`config.mk`:
```
export PLATFORM = sky130hd
export DESIGN_NAME = mad_debug_regs
export DESIGN_NICKNAME = d
export VERILOG_FILES = /design/src/verilog/mad_pkg.sv /design/src/verilog/mad_meas_if.sv /design/src/verilog/mad_debug_regs.sv /design/src/verilog/mad_meas_seq.sv
export SDC_FILE = /design/constraint.sdc
export NUM_CORES = 1
export LEC_CHECK = 0
export ABC_CLOCK_PERIOD_IN_PS = 2700
export BUFFER_PORTS_ARGS = -buffer_cell sky130_fd_sc_hd__buf_2
export CAP_MARGIN = 20
export CORE_UTILIZATION = 40
export DETAILED_ROUTE_END_ITERATION = 6
export PLACE_DENSITY = 0.79
export RECOVER_POWER = 50
export SKIP_CTS_REPAIR_TIMING = 1
export SLEW_MARGIN = 20
export SYNTH_ARGS = -nofsm -noshare
export SYNTH_HDL_FRONTEND = slang
export SYNTH_SLANG_ARGS = --single-unit
```
`constraint.sdc`:
```
create_clock -name ref_clk -period 2.7 [get_ports ref_clk]
set_input_delay 0.27 -clock ref_clk [delete_from_list [all_inputs] [get_ports ref_clk]]
set_output_delay 0.27 -clock ref_clk [all_outputs]
set_load 0.02 [all_outputs]
```
`src/verilog/mad_pkg.sv`:
```
// shared constants, types and helpers of the motor algorithm debug register bank
package mad_pkg;

    // register offsets on the serial register port
    localparam logic [7:0] OVR_CTRL_OFFSET    = 8'hEE;
    localparam logic [7:0] INNER_GAIN_OFFSET  = 8'hF0;
    localparam logic [7:0] VEL_GAIN_OFFSET    = 8'hF2;

    // override/measurement control field positions
    localparam int BYPASS_BIT       = 26;
    localparam int VD_MSB           = 25;
    localparam int VD_LSB           = 16;
    localparam int VQ_MSB           = 15;
    localparam int VQ_LSB           = 6;
    localparam int START_BIT        = 5;
    localparam int EN_RES_BIT       = 4;
    localparam int EN_IND_BIT       = 3;
    localparam int EN_BEMF_BIT      = 2;
    localparam int EN_MECH_BIT      = 1;
    localparam int SHADOW_BIT       = 0;
    localparam int RSVD_LSB         = 27;

    // gain readback field positions
    localparam int GAIN_HI_LSB      = 16;
    localparam int GAIN_LO_LSB      = 0;
    localparam int GAIN_W           = 10;

    // forced voltage code decoding
    localparam logic [9:0]  VOLT_POS_LIMIT  = 10'h1F4;
    localparam logic [9:0]  VOLT_NEG_START  = 10'h200;
    localparam logic [9:0]  VOLT_NEG_LIMIT  = 10'h3E8;
    localparam logic signed [10:0] VOLT_WRAP = 11'sh400;

    // values after reset
    localparam logic [9:0]  VOLT_RESET      = 10'h000;
    localparam logic [3:0]  EN_RESET        = 4'h0;
    localparam logic [31:0] RDATA_RESET     = 32'h0000_0000;

    typedef enum logic [2:0] {
        MAD_IDLE = 3'b000,
        MAD_RES  = 3'b001,
        MAD_IND  = 3'b010,
        MAD_BEMF = 3'b011,
        MAD_MECH = 3'b100
    } mad_step_type;

    // signed numerator of the forced reference; the reference is num/500
    function automatic logic signed [10:0] decode_volt(input logic [9:0] raw);
        if (raw > VOLT_NEG_START) begin
            return $signed({1'b0, raw}) - VOLT_WRAP;
        end
        return $signed({1'b0, raw});
    endfunction

    // code that software should never write
    function automatic logic volt_invalid(input logic [9:0] raw);
        return ((raw > VOLT_POS_LIMIT) && (raw < VOLT_NEG_START)) || (raw > VOLT_NEG_LIMIT);
    endfunction

endpackage
```
`src/verilog/mad_meas_if.sv`:
```
// carrier between the register bank and the measurement sequencer
interface mad_meas_if;
    logic       start;
    logic [3:0] en;
    logic       busy;

    modport ctrl (output start, output en, input busy);
    modport seq  (input start, input en, output busy);
endinterface

```
`src/verilog/mad_debug_regs.sv`:
```
// motor algorithm debug register bank: loop override, measurement control, gain readback
//
// Behaviour
// - with the bypass bit 26 set both loops are disabled and the forced voltages drive Vd/Vq.
// - the forced direct field (25-16) is raw/500 below 500 and (raw-1024)/500 above 512.
// - the forced quadrature field (15-6) decodes the same way as the direct field.
// - writing one to bit 5 starts the motor parameter measurement routine.
// - resistance is measured only when bit 4 is one.
// - inductance is measured only when bit 3 is one.
// - back-EMF constant is measured only when bit 2 is one.
// - mechanical parameters are measured only when bit 1 is one.
// - writing one to bit 0 copies measured parameters into the shadow registers.
// - the inner gain readback shows the current-loop integral gain in bits 31-16 (10 bits).
// - the inner gain readback shows the current-loop proportional gain in bits 15-0.
// - the velocity gain readback shows speed-loop integral 31-16 and proportional 15-0.
module mad_debug_regs (
    // clock and reset
    input  wire logic               ref_clk,
    input  wire logic               nrst,
    // register port
    input  wire logic               reg_wr,
    input  wire logic               reg_rd,
    input  wire logic [7:0]         reg_addr,
    input  wire logic [31:0]        reg_wdata,
    output logic [31:0]             reg_rdata,
    output logic                    reg_ack,
    // loop override to the control algorithm
    output logic                    loops_disable,
    output logic signed [10:0]      vd_ref_num,
    output logic signed [10:0]      vq_ref_num,
    output logic                    volt_code_invalid,
    // gains in use
    input  wire logic [9:0]         inner_ki,
    input  wire logic [9:0]         inner_kp,
    input  wire logic [9:0]         vel_ki,
    input  wire logic [9:0]         vel_kp,
    // measurement engine
    output logic                    meas_busy,
    output logic                    meas_step_req,
    output logic [1:0]              meas_step_sel,
    input  wire logic               meas_step_done,
    output logic                    shadow_store
);

    typedef struct packed {
        logic              bypass;
        logic [9:0]        vd_raw;
        logic [9:0]        vq_raw;
        logic [3:0]        en;
        logic signed [10:0] vd_num;
        logic signed [10:0] vq_num;
        logic              invalid;
        logic              start;
        logic              shadow;
        logic [31:0]       rdata;
        logic              ack;
    } mad_regs_state_type;

    mad_regs_state_type r_q;
    mad_regs_state_type r_d;

    mad_meas_if meas ();

    logic       wr_ovr;
    logic [9:0] vd_code;
    logic [9:0] vq_code;

    assign wr_ovr  = reg_wr && (reg_addr == mad_pkg::OVR_CTRL_OFFSET);
    assign vd_code = reg_wdata[mad_pkg::VD_MSB:mad_pkg::VD_LSB];
    assign vq_code = reg_wdata[mad_pkg::VQ_MSB:mad_pkg::VQ_LSB];

    ////////////////////////////////////////////////////////////////////////////
    // next state

    always_comb begin
        r_d        = r_q;
        r_d.start  = 1'b0;
        r_d.shadow = 1'b0;
        r_d.ack    = reg_wr || reg_rd;
        if (wr_ovr) begin
            r_d.bypass = reg_wdata[mad_pkg::BYPASS_BIT];
            r_d.vd_raw = vd_code;
            r_d.vq_raw = vq_code;
            r_d.en     = {reg_wdata[mad_pkg::EN_RES_BIT], reg_wdata[mad_pkg::EN_IND_BIT],
                          reg_wdata[mad_pkg::EN_BEMF_BIT], reg_wdata[mad_pkg::EN_MECH_BIT]};
            // a start while a run is busy is dropped by the sequencer
            r_d.start  = reg_wdata[mad_pkg::START_BIT];
            r_d.shadow = reg_wdata[mad_pkg::SHADOW_BIT];
            // decoded in the write cycle so reference and mode change together
            r_d.vd_num = mad_pkg::decode_volt(vd_code);
            r_d.vq_num = mad_pkg::decode_volt(vq_code);
            // out-of-range codes are flagged, not clamped
            r_d.invalid = mad_pkg::volt_invalid(vd_code) ||
                          mad_pkg::volt_invalid(vq_code);
        end
        r_d.rdata = mad_pkg::RDATA_RESET;
        if (reg_rd) begin
            unique case (reg_addr)
                mad_pkg::OVR_CTRL_OFFSET: begin
                    // bits 31-27 stay zero; bit 5 reads back the run in progress
                    r_d.rdata[mad_pkg::BYPASS_BIT]             = r_q.bypass;
                    r_d.rdata[mad_pkg::VD_MSB:mad_pkg::VD_LSB] = r_q.vd_raw;
                    r_d.rdata[mad_pkg::VQ_MSB:mad_pkg::VQ_LSB] = r_q.vq_raw;
                    r_d.rdata[mad_pkg::START_BIT]              = meas.busy;
                    r_d.rdata[mad_pkg::EN_RES_BIT:mad_pkg::EN_MECH_BIT] = r_q.en;
                end
                mad_pkg::INNER_GAIN_OFFSET: begin
                    r_d.rdata[mad_pkg::GAIN_HI_LSB +: mad_pkg::GAIN_W] = inner_ki;
                    r_d.rdata[mad_pkg::GAIN_LO_LSB +: mad_pkg::GAIN_W] = inner_kp;
                end
                mad_pkg::VEL_GAIN_OFFSET: begin
                    r_d.rdata[mad_pkg::GAIN_HI_LSB +: mad_pkg::GAIN_W] = vel_ki;
                    r_d.rdata[mad_pkg::GAIN_LO_LSB +: mad_pkg::GAIN_W] = vel_kp;
                end
                default: begin
                    r_d.rdata = mad_pkg::RDATA_RESET;
                end
            endcase
        end
    end

    always_ff @(posedge ref_clk or negedge nrst) begin
        if (!nrst) begin
            r_q <= '{bypass: 1'b0, vd_raw: mad_pkg::VOLT_RESET, vq_raw: mad_pkg::VOLT_RESET,
                     en: mad_pkg::EN_RESET, vd_num: '0, vq_num: '0, invalid: 1'b0,
                     start: 1'b0, shadow: 1'b0, rdata: mad_pkg::RDATA_RESET, ack: 1'b0};
        end else begin
            r_q <= r_d;
        end
    end

    ////////////////////////////////////////////////////////////////////////////
    // outputs and sequencer

    assign loops_disable     = r_q.bypass;
    // forced references only reach the algorithm while the loops are bypassed
    assign vd_ref_num        = r_q.bypass ? r_q.vd_num : '0;
    assign vq_ref_num        = r_q.bypass ? r_q.vq_num : '0;
    assign volt_code_invalid = r_q.invalid;
    assign reg_rdata         = r_q.rdata;
    assign reg_ack           = r_q.ack;
    assign shadow_store      = r_q.shadow;
    assign meas.start        = r_q.start;
    assign meas.en           = r_q.en;
    assign meas_busy         = meas.busy;

    mad_meas_seq u_seq (
        .ref_clk   (ref_clk),
        .nrst      (nrst),
        .meas      (meas),
        .step_req  (meas_step_req),
        .step_sel  (meas_step_sel),
        .step_done (meas_step_done)
    );

    ////////////////////////////////////////////////////////////////////////////
    // checks

    // low ten bits of either decode equal the raw code, so no decoder is reused here
    property p_bypass;
        @(posedge ref_clk) disable iff (!nrst)
        (wr_ovr && reg_wdata[mad_pkg::BYPASS_BIT])
            |=> loops_disable && (vq_ref_num[9:0] == $past(vq_code));
    endproperty
    a_bypass: assert property (p_bypass) else $error("bypass did not force references");

    property p_release;
        @(posedge ref_clk) disable iff (!nrst)
        (wr_ovr && !reg_wdata[mad_pkg::BYPASS_BIT])
            |=> !loops_disable && (vd_ref_num == 11'sh000) && (vq_ref_num == 11'sh000);
    endproperty
    a_release: assert property (p_release) else $error("references not released");

    property p_vd_pos;
        @(posedge ref_clk) disable iff (!nrst)
        (wr_ovr && reg_wdata[mad_pkg::BYPASS_BIT] && (vd_code < mad_pkg::VOLT_POS_LIMIT))
            |=> (vd_ref_num == $signed({1'b0, $past(vd_code)}));
    endproperty
    a_vd_pos: assert property (p_vd_pos) else $error("positive vd code decoded wrong");

    // a set top bit over the raw code is the raw code minus 1024
    property p_vq_neg;
        @(posedge ref_clk) disable iff (!nrst)
        (wr_ovr && reg_wdata[mad_pkg::BYPASS_BIT] && (vq_code > mad_pkg::VOLT_NEG_START))
            |=> (vq_ref_num < 0) &&
                (vq_ref_num == $signed({1'b1, $past(vq_code)}));
    endproperty
    a_vq_neg: assert property (p_vq_neg) else $error("negative vq code decoded wrong");

    property p_invalid;
        @(posedge ref_clk) disable iff (!nrst)
        (wr_ovr && (((vd_code > mad_pkg::VOLT_POS_LIMIT) && (vd_code < mad_pkg::VOLT_NEG_START)) ||
                    (vq_code > mad_pkg::VOLT_NEG_LIMIT)))
            |=> volt_code_invalid;
    endproperty
    a_invalid: assert property (p_invalid) else $error("bad voltage code not flagged");

    property p_start;
        @(posedge ref_clk) disable iff (!nrst)
        (wr_ovr && reg_wdata[mad_pkg::START_BIT] && !meas.busy &&
         (reg_wdata[mad_pkg::EN_RES_BIT:mad_pkg::EN_MECH_BIT] != 4'h0))
            |=> meas.start ##1 meas_busy;
    endproperty
    a_start: assert property (p_start) else $error("start write did not launch a run");

    // back-to-back shadow writes legally give a two-cycle pulse
    property p_shadow;
        @(posedge ref_clk) disable iff (!nrst)
        (wr_ovr && reg_wdata[mad_pkg::SHADOW_BIT])
            |=> shadow_store ##1
                (shadow_store == $past(wr_ovr && reg_wdata[mad_pkg::SHADOW_BIT]));
    endproperty
    a_shadow: assert property (p_shadow) else $error("shadow copy not a single pulse");

    property p_inner_gain;
        @(posedge ref_clk) disable iff (!nrst)
        (reg_rd && (reg_addr == mad_pkg::INNER_GAIN_OFFSET))
            |=> reg_ack && (reg_rdata == {6'h00, $past(inner_ki), 6'h00, $past(inner_kp)});
    endproperty
    a_inner_gain: assert property (p_inner_gain) else $error("inner gain bad");

    property p_vel_gain;
        @(posedge ref_clk) disable iff (!nrst)
        (reg_rd && (reg_addr == mad_pkg::VEL_GAIN_OFFSET))
            |=> (reg_rdata == {6'h00, $past(vel_ki), 6'h00, $past(vel_kp)});
    endproperty
    a_vel_gain: assert property (p_vel_gain) else $error("velocity gain bad");

    property p_rsvd;
        @(posedge ref_clk) disable iff (!nrst)
        $past(reg_rd) |-> (reg_rdata[31:mad_pkg::RSVD_LSB] == 5'h00);
    endproperty
    a_rsvd: assert property (p_rsvd) else $error("reserved bits read nonzero");

endmodule

```
`src/verilog/mad_meas_seq.sv`:
```
// sequencer that walks the enabled motor parameter measurements in order
module mad_meas_seq (
    // clock and reset
    input  wire logic       ref_clk,
    input  wire logic       nrst,
    // control from the register bank
    mad_meas_if.seq         meas,
    // measurement engine handshake
    output logic            step_req,
    output logic [1:0]      step_sel,
    input  wire logic       step_done
);

    typedef struct packed {
        mad_pkg::mad_step_type step;
        logic [3:0]            en;
    } mad_seq_state_type;

    mad_seq_state_type s_q;
    mad_seq_state_type s_d;

    // first enabled step after position 'from' (en[3]=res .. en[0]=mech)
    function automatic mad_pkg::mad_step_type next_step(input logic [2:0] from,
                                                        input logic [3:0] en);
        mad_pkg::mad_step_type r;
        r = mad_pkg::MAD_IDLE;
        for (int i = 4; i >= 1; i--) begin
            if ((i > from) && en[4 - i]) begin
                r = mad_pkg::mad_step_type'(3'(i));
            end
        end
        return r;
    endfunction

    always_comb begin
        s_d = s_q;
        if (s_q.step == mad_pkg::MAD_IDLE) begin
            if (meas.start) begin
                // enables sampled with the start write; later writes do not disturb a run
                s_d.en   = meas.en;
                s_d.step = next_step(3'h0, meas.en);
            end
        end else if (step_done) begin
            s_d.step = next_step(s_q.step, s_q.en);
        end
    end

    always_ff @(posedge ref_clk or negedge nrst) begin
        if (!nrst) begin
            s_q <= '{step: mad_pkg::MAD_IDLE, en: mad_pkg::EN_RESET};
        end else begin
            s_q <= s_d;
        end
    end

    assign meas.busy = (s_q.step != mad_pkg::MAD_IDLE);
    assign step_req  = meas.busy;
    assign step_sel  = 2'(s_q.step - 3'h1);

    ////////////////////////////////////////////////////////////////////////////

    property p_res_gated;
        @(posedge ref_clk) disable iff (!nrst)
        (s_q.step == mad_pkg::MAD_RES) |-> s_q.en[3];
    endproperty
    a_res_gated: assert property (p_res_gated) else $error("resistance step disabled");

    property p_ind_gated;
        @(posedge ref_clk) disable iff (!nrst)
        (meas.start && !meas.busy && meas.en[2] && !meas.en[3])
            |=> (s_q.step == mad_pkg::MAD_IND);
    endproperty
    a_ind_gated: assert property (p_ind_gated) else $error("inductance step missed");

    property p_bemf_gated;
        @(posedge ref_clk) disable iff (!nrst)
        (s_q.step == mad_pkg::MAD_BEMF) |-> s_q.en[1];
    endproperty
    a_bemf_gated: assert property (p_bemf_gated) else $error("bemf step not enabled");

    property p_mech_gated;
        @(posedge ref_clk) disable iff (!nrst)
        (s_q.step == mad_pkg::MAD_BEMF && step_done && s_q.en[0])
            |=> (s_q.step == mad_pkg::MAD_MECH);
    endproperty
    a_mech_gated: assert property (p_mech_gated) else $error("mechanical step missed");

endmodule

```
Word-level counts from Yosys, hierarchy flattened:

Cells that the tools add are included.

* order comparisons: 12
* add/sub/neg operators: 3
* eq/ne operators: 4
* mux-type cells: 28
* reductions and logical operators: 16

Operator list (count)
* two-way mux 11 bit: 6
* greater-than comparator 10 bit (second input constant): 4
* two-way mux 3 bit: 10
* one-hot mux 10 bit (3 select lines): 1
* two-way mux 27 bit: 1
* one-hot mux 9 bit (3 select lines): 1
* equality test 8 bit (second input constant): 3
* subtractor 11 bit (second input constant): 2
* greater-than comparator 10 x 9 -> 1 bit (second input constant): 2
* < comparator 10 bit (second input constant): 2
* logical AND 1 bit: 7
* two-way mux 7 bit: 1
* greater-than comparator 2 x 3 -> 1 bit (first input constant): 2
* two-way mux 6 bit: 1
* two-way mux 1 bit: 5
* logical OR 1 bit: 4
* AND reduction 2 bit: 2
* greater-than comparator 1 x 3 -> 1 bit (first input constant): 1
* greater-than comparator 3 bit (first input constant): 1
* logical NOT 3 bit: 1
* nonzero test 3 bit: 1
* two-way mux 2 bit: 1
* inequality test 2 bit (second input constant): 1
* one-hot mux 1 bit (2 select lines): 1
* 2 further kinds: 2

* bits of input ports: 85
* bits in registers: 90

Logic depth before layout (Yosys ltp):

* depth in word-level cells: 8
* depth in mapped cells: 7
* depth with buffers taken out: 7

Modules after synthesis:

From an unflattened synthesis, not the netlist that was laid out.

* cells, all modules: 294
* area total of the unflattened synthesis: 3364.5 um^2

Modules (own cells, without submodules)
* mad_debug_regs: times used 1, cells an instance 245, area an instance 2924.1 um^2
* mad_meas_seq: times used 1, cells an instance 49, area an instance 440.4 um^2

Worst setup path after synthesis:

No wires, ideal clock.

* kind: reg-to-reg
* start: reg u_seq.s_q[4] (netlist bit)
* end: reg u_seq.s_q[6] (netlist bit)
* data arrival time: 1.539 ns
* stages on the path, launching flop included: 6
* slack: 1.026 ns
* path buffers: 0
* path through: dfrtp_1 -> inv_1 -> ha_1 -> nand2b_1 -> a21boi_1 -> o21ai_0

* word-level cells in the longest chain between the ends: 8
* elaborated cells on any way between the ends: 18

Ends and longest elaborated chain
* start: declaration: RTL line mad_meas_seq.sv:19 `mad_seq_state_type s_q;`
* start signal: assignment: RTL line mad_meas_seq.sv:50 `s_q <= '{step: mad_pkg::MAD_IDLE, en: mad_pkg::EN_RESET};`
* greater-than comparator 3 bit: RTL line mad_meas_seq.sv:28 `if ((i > from) && en[4 - i]) begin`
* logical AND 1 bit: RTL line mad_meas_seq.sv:28
* two-way mux 3 bit (4 in series): RTL line mad_meas_seq.sv:28
* two-way mux 3 bit: RTL line mad_meas_seq.sv:43 `end else if (step_done) begin`
* two-way mux 3 bit: RTL line mad_meas_seq.sv:37 `if (s_q.step == mad_pkg::MAD_IDLE) begin`

Parallel ways exist; a longest one is shown, timed or not. The select of a mux whose other input is x is not followed.
A chain may end at the register's enable or synchronous reset.

==> flow_metrics.py <==
metrics = {
    "floorplan": {
        "core_area_um2": 8220,
        "start_util_pct": 41.5,
        "dieHeight_um": 94.4,
        "dieArea_um2": 8900,
        "die_x_um": 94.4,
        "rows": 33,
        "boundaryPins": 147,
    },
    "pwr": {
        "p_seq_share_pct": 48.4,
        "ir_drop_mv": 0.216,
        "p_comb_share_pct": 13.9,
        "p_sw_share_pct": 28.2,
        "p_int_uw": 1540,
        "total_leakage_power_uw": 0.00208,
        "pwr-share-clk_pct": 37.7,
        "powerDensity_nw_per_um2": 529,
        "p_sw_uw": 602,
    },
    "timing": {
        "rsz0062_at_grt": "no",
        "max_slew_margin_pct": -8.26,
        "final_hold_viol_count": 0,
        "worst_slew_pin_slew_ns": 1.62,
        "setup_slack_ns": 0.880,
        "finalSetupTns_ns": 0,
        "period_minus_slack_ns": 1.82,
        "clock_skew_ns": 0.00796,
        "drv_slew": 32,
        "setup_viol": 0,
        "clock.fmax_mhz": 550,
        "fin_crit_sh_pct": 67.4,
    },
    "synth": {
        "synth-seq-cells": 65,
        "synth_cells": 346,
        "yosys.cell_types.count": 47,
        "synth_edf_count": 0,
        "yosysTopAreaCell": "dfrtp_1",
        "syn_area_per_cell_um2": 9.86,
        "yosysWarningCount": 0,
        "yosysTopAreaCellShare_pct": 47.7,
        "synth_area_um2": 3410,
        "ys_top_cells_by_count": "nand2_1 (93), dfrtp_1 (65), buf_4 (38)",
        "synth_area_leaders": "dfrtp_1 (48%), nand2_1 (10%), buf_4 (8.4%), and2_1 (4.2%), a22oi_2 (3.7%)",
        "ys_seq_area_share_pct": 47.7,
        "ys_async_sr_fraction_pct": 100,
        "synth_ff_type": "dfrtp_1",
        "synth_most_common_cell": "nand2_1",
    },
    "detailed_routing": {
        "drcViolationCount": 0,
        "drtPass1Iterations": 4,
        "wl_um": 8210,
        "postRouteAntennaNets": 0,
        "wl_per_cell_um": 14.6,
        "vias": 2835,
        "detail_route.iter0.violations": 124,
        "viasPerCell": 5.04,
    },
    "setup_path": {
        "worstPathCellList": "clkbuf_1, clkbuf_1",
        "slowest_stage": "clkbuf_1",
        "critPathBufInv": 2,
        "start_kind": "primary input",
        "crit_path_frequent_cell": "clkbuf_1",
        "path_delay_family": "buffers and inverters",
        "critical_path_class": "in -> async",
        "crit_fanout": 31,
        "max_stage_delay_ns": 1.15,
        "worst_ep_required_time_ns": 3.05,
        "cp.arrival_ns": 2.17,
        "crit_path_end_kind": "asynchronous set/reset pin",
    },
    "clocking": {
        "clockBufferDepth": 2,
        "htree_levels": 3,
        "clk_pin_slew_ns": 0.07,
        "clock-sinks": 65,
        "cts_made_buffers": 9,
        "cts_tree": "yes",
        "insertion_delay_ns": 0.33,
        "cts_root_buf": "clkbuf_8",
    },
    "global_routing": {
        "grt_pass1_wl_um": 12500,
        "grt_overflow_total": 0,
        "antenna_found_initial": 0,
        "grt_max_degree": 32,
        "grt_usage_pct": 18.8,
        "grt_pass1_vias": 2530,
    },
    "place": {
        "place_ws_ns": 0.848,
        "gp_congestion": 0.905,
        "hpwl_um": 6090,
        "io_buffer_count": 136,
    },
    "layout": {
        "final_core_util_pct": 49.2,
        "diodes": 0,
        "layout.nets": 540,
        "area_delta_synth_final_pct": 18.4,
        "drive_above_1_share_pct": 36.7,
    },
    "outcome": {
        "violations": "capacitance limit, slew limit",
        "outcome": "finished with violations",
    },
    "hold_path": {
        "min_path_type": "in -> reg",
    },
    "flow_run": {
        "maxCapViolations": 1,
    },
}
power groups by stage:
| stage | combinational (µW) | clock [µW] | sequential (µW) |
|---|---|---|---|
| final | 298 | 805 | 1030 |
| after global routing | 328 | 875 | 1040 |
| after CTS | 303 | 830 | 1030 |
| after detailed placement | 302 | 0 | 1050 |
| after global placement | 297 | 0 | 1050 |
| after floorplan | 171 | 0 | 1040 |
kinds of logic (layout without fill, tap and decap cells):
group	Yosys count	in the layout	share of synthesized area (%)
and+or+nand+nor	153	153	21.9
DFF	65	65	47.7
AOI/OAI and AO/OA	64	64	15.0
buffers and inverters	53	161	12.0
muxes	8	8	2.64
adders and majority gates	2	2	0.733
other	1	5	0.110
stage by stage:
stage,std cells,instance area [µm²],hold WS (ns),power (µW)
floorplan,350,3430,-0.0256,1210
global placement,547,3890,0.343,1350
detailed placement,547,3890,0.353,1350
CTS,563,4080,-0.0268,2170
global route,563,4040,0.124,2240
finish,563,4040,0.135,2140
metal layers:
metal	wire, µm	global-route usage [%]	up-vias
met5	0	0	-
met4	131	8.72	0
met3	490	3.22	11
met2	3830	28.9	119
met1	3760	25.7	1357
li1	-	-	1348
layout by cell type (no fill, tap or decap), types with 5 or more instances in the layout:
cell      count
clkbuf_1     20
and3_1       10
buf_2       117
o21ai_0       5
a22oi_1      11
a21oi_2      10
mux2_2        5
clkbuf_8      9
dfrtp_1      65
and2_1       23
nand2_1      93
nor2_1        7
conb_1        5
a21oi_1      11
a22oi_2      10
final cells by class:
type                       instances  area, µm²
timing repair buffer             141        688
sequential                        65       1630
inverter                           4       15.0
clock inverter                     7       71.3
clock buffer                       9        124
multi-input combinational        232       1380
fill                             780       4180
tap                              105        131
worst paths after layout:
path / from / endpoint / slack (ns) / cells after the start
max: nrst / r_q[75]$_DFFE_PN0N_ / 0.88 / 2
min: reg_wdata[1] / meas.en[0]$_DFFE_PN0N_ / 0.14 / 3
max reg2reg: u_seq.s_q[4]$_DFFE_PN0P_ / u_seq.s_q[4]$_DFFE_PN0P_ / 0.98 / 7
min reg2reg: r_q[57]$_DFFE_PN0N_ / r_q[57]$_DFFE_PN0N_ / 0.49 / 2
max in group ref_clk: u_seq.s_q[4]$_DFFE_PN0P_ / meas_step_req / 0.89 / 4
min in group asynchronous: nrst / reg_rdata[1]$_DFF_PN0_ / 0.33 / 1
flip-flops by register name (all words and copies together), names as in the netlist:
name,count
shadow_store,1
loops_disable,1
meas.en,4
u_seq.s_q,7
reg_rdata,27
reg_ack,1
meas.start,1
volt_code_invalid,1
r_q,22
Power figures use the tool's default switching activity.
